$ cat config.mk
export PLATFORM = sky130hd
export DESIGN_NAME = drpm_power_mgr
export DESIGN_NICKNAME = d
export VERILOG_FILES = /design/src/drpm_power_mgr.v /design/src/drpm_rank_idle.v
export VERILOG_INCLUDE_DIRS = /design/src
export SDC_FILE = /design/constraint.sdc
export NUM_CORES = 1
export LEC_CHECK = 0
export ABC_AREA = 1
export BUFFER_PORTS_ARGS = -buffer_cell sky130_fd_sc_hd__buf_4
export CORE_ASPECT_RATIO = 1.4
export CORE_MARGIN = 1.5
export CORE_UTILIZATION = 50
export CTS_CLUSTER_DIAMETER = 50
export DETAILED_ROUTE_END_ITERATION = 16
export PLACE_DENSITY = 0.77
export SYNTH_ARGS = -nofsm -noshare
export SYNTH_HDL_FRONTEND = slang
export SYNTH_SLANG_ARGS = --single-unit
$ cat constraint.sdc
create_clock -name CLK_I -period 15.4 [get_ports CLK_I]
set_input_delay 2.31 -clock CLK_I [delete_from_list [all_inputs] [get_ports CLK_I]]
set_output_delay 2.31 -clock CLK_I [all_outputs]
set_load 0.01 [all_outputs]
$ cat src/drpm_map.vh
// Constants for the DDR3 rank power manager
`ifndef DRPM_MAP_VH
`define DRPM_MAP_VH
`define DRPM_RANKS        2
`define DRPM_DQ_W         64
`define DRPM_BYTES        8
`define DRPM_ADDR_W       16
`define DRPM_BANK_W       3
`define DRPM_IDLE_W       16
`define DRPM_IDLE_DEF     16'h0040
`define DRPM_EXIT_W       8
`define DRPM_EXIT_DEF     8'h0A
`define DRPM_PRE_DEF      8'h06
`define DRPM_CLK_NS       10
`define DRPM_XPD_NS       24
// Cycles for power-down exit latency, rounded up
`define DRPM_XPD_CYC      ((`DRPM_XPD_NS + `DRPM_CLK_NS - 1) / `DRPM_CLK_NS)
`define DRPM_CMD_NOP      3'h7
`define DRPM_CMD_REF      3'h1
`define DRPM_CMD_PREA     3'h2
`define DRPM_CMD_SRE      3'h1
`define DRPM_CMD_RD       3'h5
`define DRPM_CMD_WR       3'h4
`define DRPM_CMD_ACT      3'h3
`define DRPM_A10_BIT      10
`endif

$ cat src/drpm_power_mgr.v
// DDR3 rank power manager and channel pin control
`timescale 1ns/100ps
`default_nettype none
`include "drpm_map.vh"
//
// Operation
// - Outputs to empty or single-sided slots stay tri-stated.
// - Unpopulated rank leaves its chip select and clock enable undriven.
// - After reset all ranks count as populated until software enables tri-state.
// - Independent clock enables drive power-up, self-refresh and both power-downs.
// - Clock enable held low during power-up so DRAM floats data and strobes.
// - Clock enable low during reset until software sets the enable bit.
// - Suspend flushes pending cycles, enters self-refresh, holds clock enable low.
// - Package low-power with no pending requests puts memory in self-refresh.
// - Idle ranks are dynamically powered down by dropping clock enable.
// - Config selects active or precharge power-down; precharge closes pages first.
// - With power-down on, wake all ranks for refresh, sleep them after.
// - Per-slot clock gating; unused channel and empty slot controls disabled.
// - Unused signals get driver off, receiver off and input path gated, except DQ_OE_O and DQS_OE_O, which writes still raise.
// - One differential clock pair per rank, two ranks.
// - One active-low chip select and one clock enable per rank.
// - Commands on row, column, write strobes with 16-bit address, 3-bit bank.
// - 64-bit data, eight masks, eight bidirectional strobe pairs.
// - Mask driven high beside bytes that must not be written.
// - Write strobes change on the same clock edge as data; reads arrive edge-aligned.
// - Termination enable asserted during writes.
module drpm_power_mgr #(
  parameter NR     = `DRPM_RANKS,
  parameter IDLE_W = `DRPM_IDLE_W,
  parameter EXIT_W = `DRPM_EXIT_W
) (
  input  wire                     CLK_I,
  input  wire                     RST_N_I,
  input  wire                     CKE_ENABLE_I,
  input  wire                     TRISTATE_EN_I,
  input  wire [NR-1:0]            RANK_PRESENT_I,
  input  wire                     CHAN_USED_I,
  input  wire                     DYN_PD_EN_I,
  input  wire                     PRECHARGE_PD_I,
  input  wire [IDLE_W-1:0]        IDLE_LIMIT_I,
  input  wire [EXIT_W-1:0]        EXIT_WAIT_I,
  input  wire                     SUSPEND_REQ_I,
  input  wire                     PKG_LOWPWR_I,
  input  wire                     REFRESH_REQ_I,
  input  wire                     REQ_VALID_I,
  input  wire                     REQ_WRITE_I,
  input  wire [0:0]               REQ_RANK_I,
  input  wire [`DRPM_BANK_W-1:0]  REQ_BANK_I,
  input  wire [`DRPM_ADDR_W-1:0]  REQ_ADDR_I,
  input  wire [`DRPM_DQ_W-1:0]    REQ_WDATA_I,
  input  wire [`DRPM_BYTES-1:0]   REQ_BYTE_EN_I,
  input  wire [`DRPM_DQ_W-1:0]    DQ_I,
  input  wire                     MEM_CLK_I,
  output wire                     REQ_READY_O,
  output reg                      RDATA_VALID_O,
  output reg  [`DRPM_DQ_W-1:0]    RDATA_O,
  output reg                      SUSPEND_DONE_O,
  output reg                      REFRESH_DONE_O,
  output reg  [NR-1:0]            RANK_SLEEP_O,
  output reg  [NR-1:0]            CKE_O,
  output wire [NR-1:0]            CKE_OE_O,
  output reg  [NR-1:0]            CS_N_O,
  output wire [NR-1:0]            CS_OE_O,
  output wire [NR-1:0]            CK_P_O,
  output wire [NR-1:0]            CK_N_O,
  output wire [NR-1:0]            CK_OE_O,
  output reg                      RAS_N_O,
  output reg                      CAS_N_O,
  output reg                      WE_N_O,
  output reg  [`DRPM_ADDR_W-1:0]  ADDR_O,
  output reg  [`DRPM_BANK_W-1:0]  BANK_O,
  output wire                     CMD_OE_O,
  output reg  [`DRPM_DQ_W-1:0]    DQ_O,
  output reg                      DQ_OE_O,
  output reg  [`DRPM_BYTES-1:0]   DM_O,
  output reg  [`DRPM_BYTES-1:0]   DQS_P_O,
  output wire [`DRPM_BYTES-1:0]   DQS_N_O,
  output reg                      DQS_OE_O,
  output reg  [NR-1:0]            ODT_O,
  output wire [NR-1:0]            ODT_OE_O,
  output wire                     RX_EN_O
);
  //////////////////////////////////////////////////////////////////////////////
  // Reset release and input synchronisers
  reg        rst_a;
  reg        rst_b;
  wire       rst_n = rst_b;
  always @(posedge CLK_I or negedge RST_N_I) begin
    if (!RST_N_I) begin
      rst_a <= 1'b0;
      rst_b <= 1'b0;
    end else begin
      rst_a <= 1'b1;
      rst_b <= rst_a;
    end
  end

  reg [2:0]  clk_sync;
  reg [7:0]  ctl_a;
  reg [7:0]  ctl_b;
  wire       cke_en   = ctl_b[0];
  wire       tri_en   = ctl_b[1];
  wire       susp     = ctl_b[2];
  wire       lowpwr   = ctl_b[3];
  wire       dyn_pd   = ctl_b[4];
  wire       pre_pd   = ctl_b[5];
  wire       chan_on  = ctl_b[6];
  always @(posedge CLK_I or negedge rst_n) begin
    if (!rst_n) begin
      clk_sync <= 3'h0;
      ctl_a    <= 8'h00;
      ctl_b    <= 8'h00;
    end else begin
      clk_sync <= {clk_sync[1:0], MEM_CLK_I};
      ctl_a    <= {1'b0, CHAN_USED_I, PRECHARGE_PD_I, DYN_PD_EN_I,
                   PKG_LOWPWR_I, SUSPEND_REQ_I, TRISTATE_EN_I, CKE_ENABLE_I};
      ctl_b    <= ctl_a;
    end
  end
  wire       ck_level = clk_sync[1];
  wire       ck_rise  = clk_sync[1] & ~clk_sync[2];

  //////////////////////////////////////////////////////////////////////////////
  // Pin enables for populated ranks and used channel
  wire [NR-1:0] rank_on = chan_on ? (tri_en ? RANK_PRESENT_I : {NR{1'b1}})
                                  : {NR{1'b0}};
  assign CKE_OE_O = rank_on;
  assign CS_OE_O  = rank_on;
  assign ODT_OE_O = rank_on;
  assign CK_OE_O  = rank_on;
  assign CMD_OE_O = chan_on;
  assign RX_EN_O  = chan_on;
  assign CK_P_O   = rank_on & {NR{ck_level}};
  assign CK_N_O   = rank_on & {NR{~ck_level}};
  assign DQS_N_O  = ~DQS_P_O & {`DRPM_BYTES{DQS_OE_O}};

  //////////////////////////////////////////////////////////////////////////////
  // Idle detection per rank
  wire [NR-1:0] rank_idle;
  reg  [NR-1:0] rank_busy;
  genvar g;
  generate
    for (g = 0; g < NR; g = g + 1) begin : g_idle
      drpm_rank_idle #(
        .W (IDLE_W)
      ) u_idle (
        .clk_i   (CLK_I),
        .rst_n_i (rst_n),
        .busy_i  (rank_busy[g]),
        .limit_i (IDLE_LIMIT_I),
        .idle_o  (rank_idle[g])
      );
    end
  endgenerate

  //////////////////////////////////////////////////////////////////////////////
  // Main sequencer
  localparam S_INIT  = 4'h0;
  localparam S_IDLE  = 4'h1;
  localparam S_WAKE  = 4'h2;
  localparam S_CMD   = 4'h3;
  localparam S_DATA  = 4'h4;
  localparam S_PREA  = 4'h5;
  localparam S_PD    = 4'h6;
  localparam S_REF   = 4'h7;
  localparam S_SRE   = 4'h8;
  localparam S_SR    = 4'h9;
  localparam S_REFW  = 4'hA;

  reg [3:0]        state;
  reg [EXIT_W-1:0] wait_cnt;
  reg [NR-1:0]     pd_target;
  reg [0:0]        cur_rank;
  reg              cur_write;
  reg [`DRPM_DQ_W-1:0] wdata;
  reg [`DRPM_BYTES-1:0] wmask;
  reg [1:0]        beat;

  // Drives one command with chip select on the selected ranks
  task issue;
    input [2:0]      cmd;
    input [NR-1:0]   sel;
    begin
      CS_N_O  <= ~sel;
      RAS_N_O <= cmd[2];
      CAS_N_O <= cmd[1];
      WE_N_O  <= cmd[0];
    end
  endtask

  function [NR-1:0] rank_bit;
    input [0:0] r;
    begin
      rank_bit = {{(NR-1){1'b0}}, 1'b1} << r;
    end
  endfunction

  localparam [31:0]       XPD_ALL = `DRPM_XPD_CYC;
  localparam [EXIT_W-1:0] XPD_MIN = XPD_ALL[EXIT_W-1:0];
  wire [EXIT_W-1:0] xpd = (EXIT_WAIT_I > XPD_MIN) ? EXIT_WAIT_I : XPD_MIN;
  assign REQ_READY_O = (state == S_IDLE) & ~susp & ~REFRESH_REQ_I;

  always @* begin
    rank_busy = {NR{1'b0}};
    if (REQ_VALID_I || state == S_CMD || state == S_DATA)
      rank_busy = rank_bit(REQ_VALID_I ? REQ_RANK_I : cur_rank);
  end

  always @(posedge CLK_I or negedge rst_n) begin
    if (!rst_n) begin
      state          <= S_INIT;
      wait_cnt       <= {EXIT_W{1'b0}};
      pd_target      <= {NR{1'b0}};
      cur_rank       <= 1'b0;
      cur_write      <= 1'b0;
      wdata          <= {`DRPM_DQ_W{1'b0}};
      wmask          <= {`DRPM_BYTES{1'b0}};
      beat           <= 2'h0;
      CKE_O          <= {NR{1'b0}};
      CS_N_O         <= {NR{1'b1}};
      RAS_N_O        <= 1'b1;
      CAS_N_O        <= 1'b1;
      WE_N_O         <= 1'b1;
      ADDR_O         <= {`DRPM_ADDR_W{1'b0}};
      BANK_O         <= {`DRPM_BANK_W{1'b0}};
      DQ_O           <= {`DRPM_DQ_W{1'b0}};
      DQ_OE_O        <= 1'b0;
      DM_O           <= {`DRPM_BYTES{1'b0}};
      DQS_P_O        <= {`DRPM_BYTES{1'b0}};
      DQS_OE_O       <= 1'b0;
      ODT_O          <= {NR{1'b0}};
      RDATA_VALID_O  <= 1'b0;
      RDATA_O        <= {`DRPM_DQ_W{1'b0}};
      SUSPEND_DONE_O <= 1'b0;
      REFRESH_DONE_O <= 1'b0;
      RANK_SLEEP_O   <= {NR{1'b0}};
    end else begin
      issue(`DRPM_CMD_NOP, {NR{1'b0}});
      RDATA_VALID_O  <= 1'b0;
      REFRESH_DONE_O <= 1'b0;
      if (wait_cnt != {EXIT_W{1'b0}})
        wait_cnt <= wait_cnt - {{(EXIT_W-1){1'b0}}, 1'b1};
      case (state)
        S_INIT: begin
          CKE_O <= {NR{1'b0}};
          if (cke_en) begin
            CKE_O <= {NR{1'b1}};
            state <= S_IDLE;
          end
        end
        S_IDLE: begin
          SUSPEND_DONE_O <= 1'b0;
          if (susp || (lowpwr && !REQ_VALID_I)) begin
            state <= S_PREA;
            pd_target <= {NR{1'b1}};
            issue(`DRPM_CMD_PREA, {NR{1'b1}});
            ADDR_O[`DRPM_A10_BIT] <= 1'b1;
            wait_cnt <= `DRPM_PRE_DEF;
          end else if (REFRESH_REQ_I && !REFRESH_DONE_O) begin
            CKE_O    <= {NR{1'b1}};
            RANK_SLEEP_O <= {NR{1'b0}};
            wait_cnt <= (CKE_O != {NR{1'b1}}) ? xpd
                        : {EXIT_W{1'b0}};
            state    <= S_REF;
          end else if (REQ_VALID_I) begin
            cur_rank  <= REQ_RANK_I;
            cur_write <= REQ_WRITE_I;
            wdata     <= REQ_WDATA_I;
            wmask     <= ~REQ_BYTE_EN_I;
            BANK_O    <= REQ_BANK_I;
            ADDR_O    <= REQ_ADDR_I;
            if (!CKE_O[REQ_RANK_I]) begin
              CKE_O    <= CKE_O | rank_bit(REQ_RANK_I);
              RANK_SLEEP_O <= RANK_SLEEP_O & ~rank_bit(REQ_RANK_I);
              wait_cnt <= xpd;
              state    <= S_WAKE;
            end else begin
              state <= S_CMD;
            end
          end else if (dyn_pd && |(rank_idle & CKE_O & rank_on)) begin
            pd_target <= rank_idle & CKE_O & rank_on;
            if (pre_pd) begin
              issue(`DRPM_CMD_PREA, rank_idle & CKE_O);
              ADDR_O[`DRPM_A10_BIT] <= 1'b1;
              wait_cnt <= `DRPM_PRE_DEF;
            end
            state <= S_PD;
          end
        end
        S_WAKE: if (wait_cnt == {EXIT_W{1'b0}}) state <= S_CMD;
        S_CMD: begin
          issue(cur_write ? `DRPM_CMD_WR : `DRPM_CMD_RD, rank_bit(cur_rank));
          ODT_O <= cur_write ? rank_bit(cur_rank) : {NR{1'b0}};
          beat  <= 2'h0;
          state <= S_DATA;
        end
        S_DATA: begin
          beat <= beat + 2'h1;
          if (cur_write) begin
            DQ_O     <= wdata;
            DQ_OE_O  <= 1'b1;
            DM_O     <= wmask;
            DQS_OE_O <= 1'b1;
            // Strobe toggles each beat on the same clock edge that registers the data
            DQS_P_O  <= {`DRPM_BYTES{beat[0]}};
          end else if (beat == 2'h1) begin
            RDATA_O       <= DQ_I;
            RDATA_VALID_O <= chan_on;
          end
          if (beat == 2'h2) begin
            DQ_OE_O  <= 1'b0;
            DQS_OE_O <= 1'b0;
            DQS_P_O  <= {`DRPM_BYTES{1'b0}};
            DM_O     <= {`DRPM_BYTES{1'b0}};
            ODT_O    <= {NR{1'b0}};
            state    <= S_IDLE;
          end
        end
        S_PD: if (wait_cnt == {EXIT_W{1'b0}}) begin
          CKE_O        <= CKE_O & ~pd_target;
          RANK_SLEEP_O <= RANK_SLEEP_O | pd_target;
          state        <= S_IDLE;
        end
        S_REF: if (wait_cnt == {EXIT_W{1'b0}} && ck_rise) begin
          issue(`DRPM_CMD_REF, {NR{1'b1}});
          wait_cnt <= `DRPM_EXIT_DEF;
          state    <= S_REFW;
        end
        S_REFW: if (wait_cnt == {EXIT_W{1'b0}}) begin
          REFRESH_DONE_O <= 1'b1;
          if (dyn_pd) begin
            CKE_O        <= {NR{1'b0}};
            RANK_SLEEP_O <= {NR{1'b1}};
          end
          state <= S_IDLE;
        end
        S_PREA: if (wait_cnt == {EXIT_W{1'b0}}) begin
          state <= S_SRE;
        end
        S_SRE: begin
          issue(`DRPM_CMD_SRE, {NR{1'b1}});
          CKE_O        <= {NR{1'b0}};
          RANK_SLEEP_O <= {NR{1'b1}};
          state        <= S_SR;
        end
        S_SR: begin
          CKE_O          <= {NR{1'b0}};
          SUSPEND_DONE_O <= susp;
          if (!susp && !(lowpwr && !REQ_VALID_I)) begin
            CKE_O        <= {NR{1'b1}};
            RANK_SLEEP_O <= {NR{1'b0}};
            pd_target    <= {NR{1'b0}};
            wait_cnt     <= `DRPM_EXIT_DEF;
            state        <= S_PD;
          end
        end
        default: state <= S_INIT;
      endcase
    end
  end
endmodule // drpm_power_mgr
`default_nettype wire

$ cat src/drpm_rank_idle.v
// Per-rank idle counter that flags a rank idle past its threshold
`timescale 1ns/100ps
`default_nettype none
module drpm_rank_idle #(
  parameter W = 16
) (
  input  wire         clk_i,
  input  wire         rst_n_i,
  input  wire         busy_i,
  input  wire [W-1:0] limit_i,
  output reg          idle_o
);
  reg [W-1:0] count;
  always @(posedge clk_i or negedge rst_n_i) begin
    if (!rst_n_i) begin
      count  <= {W{1'b0}};
      idle_o <= 1'b0;
    end else if (busy_i) begin
      count  <= {W{1'b0}};
      idle_o <= 1'b0;
    end else if (count >= limit_i) begin
      idle_o <= 1'b1;
    end else begin
      count  <= count + {{(W-1){1'b0}}, 1'b1};
    end
  end
endmodule // drpm_rank_idle
`default_nettype wire

==> results.py <==
metrics = {
    "synth": {
        "synth-async-reset-ratio_pct": 100,
        "yosysUniqueCellTypes": 46,
        "ys.flop_type": "dfrtp_1",
        "ys_warn_count": 0,
        "ys_ff_latch": 314,
        "synth_fp_nets": 1677,
        "syn-instance-count": 1445,
        "syn_area_mm2": 0.0145,
        "synth_edf_count": 0,
        "synth-seq-area-share_pct": 54.3,
        "syn_area_per_cell_um2": 10.0,
    },
    "cells_and_area": {
        "drive_gt1_share_pct": 34.0,
        "area_growth_pct": 29.6,
        "stdcell_count": 2217,
        "nNetsFinal": 2047,
        "final_common_cell": "buf_4",
        "n_fill_cell": 2214,
        "num_antenna_cells": 0,
        "mostFrequentLayoutCells": "buf_4, nand2_1, dfrtp_1, inv_1, nor2_1",
    },
    "place": {
        "place_inst": 2153,
        "place.gp.congestion": 0.920,
        "portBuffers": 396,
        "dpl.hpwl_mm": 28.2,
    },
    "worst_setup_path": {
        "critical_path_arrival_ns": 2.88,
        "cp_slowest_cell": "buf_4",
        "crit_path_end_kind": "primary output",
        "cp_cell_sequence": "buf_4 -> inv_1 -> nand2_1 -> nand2_1 -> inv_1 -> buf_4",
        "cp_max_fo": 4,
        "regToRegStartpoint": "state[2]$_DFFE_PN0P_",
        "critical_path_class": "in2out",
        "ff2ff_setup_slack_ns": 12.18,
        "r2r_cells": 8,
        "startpoint_type": "input pin",
        "r2r_end": "wdata[11]$_DFFE_PN0P_",
        "critPathRequiredTime_ns": 13.09,
        "slowest_delay_ns": 0.15,
    },
    "floorplanning": {
        "coreArea_mm2": 0.0284,
        "rows": 73,
        "start_util_pct": 50.9,
        "die_h_um": 204,
        "ios": 397,
        "dieArea_mm2": 0.0300,
        "die_w_um": 147,
    },
    "global_route": {
        "overflow": 0,
        "track_usage_pct": 25.6,
        "grt_first_pass_wirelength_mm": 60.8,
        "antenna_found_initial": 1,
        "grt_pass1_vias": 11425,
        "grt_max_degree": 177,
    },
    "clock_network": {
        "hold_buffers": 0,
        "cts.clk_slew.worst_paths_ns": 0.06,
        "cts.htree.levels": 2,
        "cts_root_buffer": "clkbuf_16",
        "cts.sinks": 314,
        "insertion_delay_ns": 0.52,
        "post_cts_resized": 0,
        "tritoncts": "yes",
        "clockBufferDepth": 3,
        "cts_setup_buffers": 0,
        "cts_made_buffers": 35,
    },
    "drt": {
        "vias_per_cell": 5.14,
        "routedWlPerCell_um": 17.5,
        "ant_nets": 0,
        "drc_errors": 0,
        "drt-initial-drc-count": 629,
        "dr.pass1.iters": 5,
        "routed_wl_mm": 38.8,
        "vias": 11395,
    },
    "sta": {
        "finalSetupViolCount": 0,
        "fin_crit_sh_pct": 33.7,
        "final.setup_skew_ns": 0.0186,
        "timing.fmax_ghz": 0.193,
        "finalCriticalPeriod_ns": 5.19,
        "worstMarginPinSlew_ns": 0.997,
        "hold_viol": 0,
        "slew_headroom_pct": 33.5,
        "fin_hold_ws_ns": 0.339,
        "tns_ns": 0,
        "maxSlewViolCount": 0,
        "rsz0062_at_grt": "no",
    },
    "job": {
        "maxCapViolCount": 0,
    },
    "status": {
        "status": "complete, no violations",
    },
    "pwr": {
        "ir_worst_vdd_uv": 143,
        "static-leakage-power_nw": 9.81,
        "powerDensity_mw_per_mm2": 191,
    },
    "min_path": {
        "min_to": "ctl_b[1]$_DFF_PN0_",
        "min_path_type": "reg2reg",
        "min_from": "ctl_a[1]$_DFF_PN0_",
        "hold_path_depth": 0,
    },
}
-- synth_stat cells (all sizes together) (2+ instances only) --
| cell | count | area [um^2] |
|---|---|---|
| nor3b | 2 | 15.0 |
| nor2 | 99 | 413 |
| dfstp | 5 | 131 |
| nand2 | 372 | 1420 |
| or2 | 3 | 18.8 |
| o22ai | 2 | 12.5 |
| dfrtp | 309 | 7730 |
| ha | 37 | 463 |
| nor3 | 27 | 135 |
| nand3b | 4 | 30.0 |
| xor2 | 21 | 184 |
| a21oi | 48 | 240 |
| nand4 | 19 | 119 |
| a41oi | 2 | 17.5 |
| o2111ai | 3 | 26.3 |
| nand3 | 66 | 330 |
| a31oi | 2 | 12.5 |
| buf | 63 | 443 |
| inv | 121 | 454 |
| mux2 | 135 | 1710 |
| o21bai | 2 | 15.0 |
| o21ai | 83 | 415 |
| o21a | 4 | 30.0 |
| clkbuf | 5 | 18.8 |
| xnor2 | 2 | 17.5 |
-- logic make-up after synthesis --
logic type | Yosys count | synth area share [%]
AO/OA/AOI/OAI | 152 | 5.66
XOR/XNOR | 23 | 1.39
adder cells (fa/ha/maj) | 37 | 3.20
buffers and inverters | 190 | 6.39
flip-flops | 314 | 54.3
multiplexers | 135 | 11.8
other | 1 | 0.0259
AND/OR/NAND/NOR | 593 | 17.2
-- metrics by stage --
| step | setup WS, ns | utilization [%] | power, W | instance area, um^2 |
|---|---|---|---|---|
| floorplan | 6.01 | - | 0.00209 | 14500 |
| global placement | 10.25 | 61.7 | 0.00266 | 17500 |
| detailed placement | 10.21 | 61.7 | 0.00270 | 17500 |
| CTS | 10.21 | 66.0 | 0.00360 | 18800 |
| global route | 10.14 | 66.0 | 0.00379 | 18800 |
| finish | 10.21 | 66.0 | 0.00357 | 18800 |
-- sequential cells by signal, indices dropped and copies added, names as in the netlist, 2 cells and up --
signal and count:
g_idle.u_idle.count 32, CS_N_O 2, BANK_O 3, RDATA_O 64
ADDR_O 16, wait_cnt 8, state 4, DM_O 8
ctl_a 7, RANK_SLEEP_O 2, wmask 8, ODT_O 2
DQ_O 64, g_idle.u_idle.idle_o 2, beat 2, clk_sync 3
CKE_O 2, wdata 64, pd_target 2, ctl_b 7
-- worst max path at each step --
stage	to	slack (ns)	startpoint	cells past startpoint
final	CS_OE_O[0]	10.21	RANK_PRESENT_I[0]	6
after global routing	CS_OE_O[0]	10.14	RANK_PRESENT_I[0]	6
after CTS	CS_OE_O[0]	10.21	RANK_PRESENT_I[0]	6
after detailed placement	CS_OE_O[0]	10.21	RANK_PRESENT_I[0]	6
after global placement	CKE_OE_O[1]	10.25	RANK_PRESENT_I[1]	6
after floorplan	ADDR_O[0]$_DFFE_PN0P_	6.01	rst_b$_DFF_PN0_	0
-- power breakdown --
group / switching [W] / internal (W) / leakage (nW)
Sequential: 0.000233 / 0.00117 / 3.89
Clock: 0.000341 / 0.000536 / 0.603
Combinational: 0.000644 / 0.000651 / 5.32
Total: 0.00122 / 0.00236 / 9.81
-- area by class of cell --
class	instances	area (um^2)	area share [%]
well taps	375	469	2.50
clock inverters	12	163	0.867
flip-flops and latches	314	7870	41.9
multi-input cells	941	5700	30.4
repair buffers	401	3020	16.1
inverters	122	463	2.47
clock buffers	52	1070	5.71
-- worst max-delay path, delay by kind of cell --
kind	cells	cell delay, ns
buffers and inverters	4	0.40
and+or+nand+nor	2	0.16
-- metal layers --
| metal | global-route usage, % | share of wire (%) |
|---|---|---|
| met5 | 0 | 0.044 |
| met4 | 8.95 | 3.1 |
| met3 | 7.43 | 8.0 |
| met2 | 43.9 | 50 |
| met1 | 30.7 | 39 |
No activity file was read; power rests on OpenSTA's default activity.
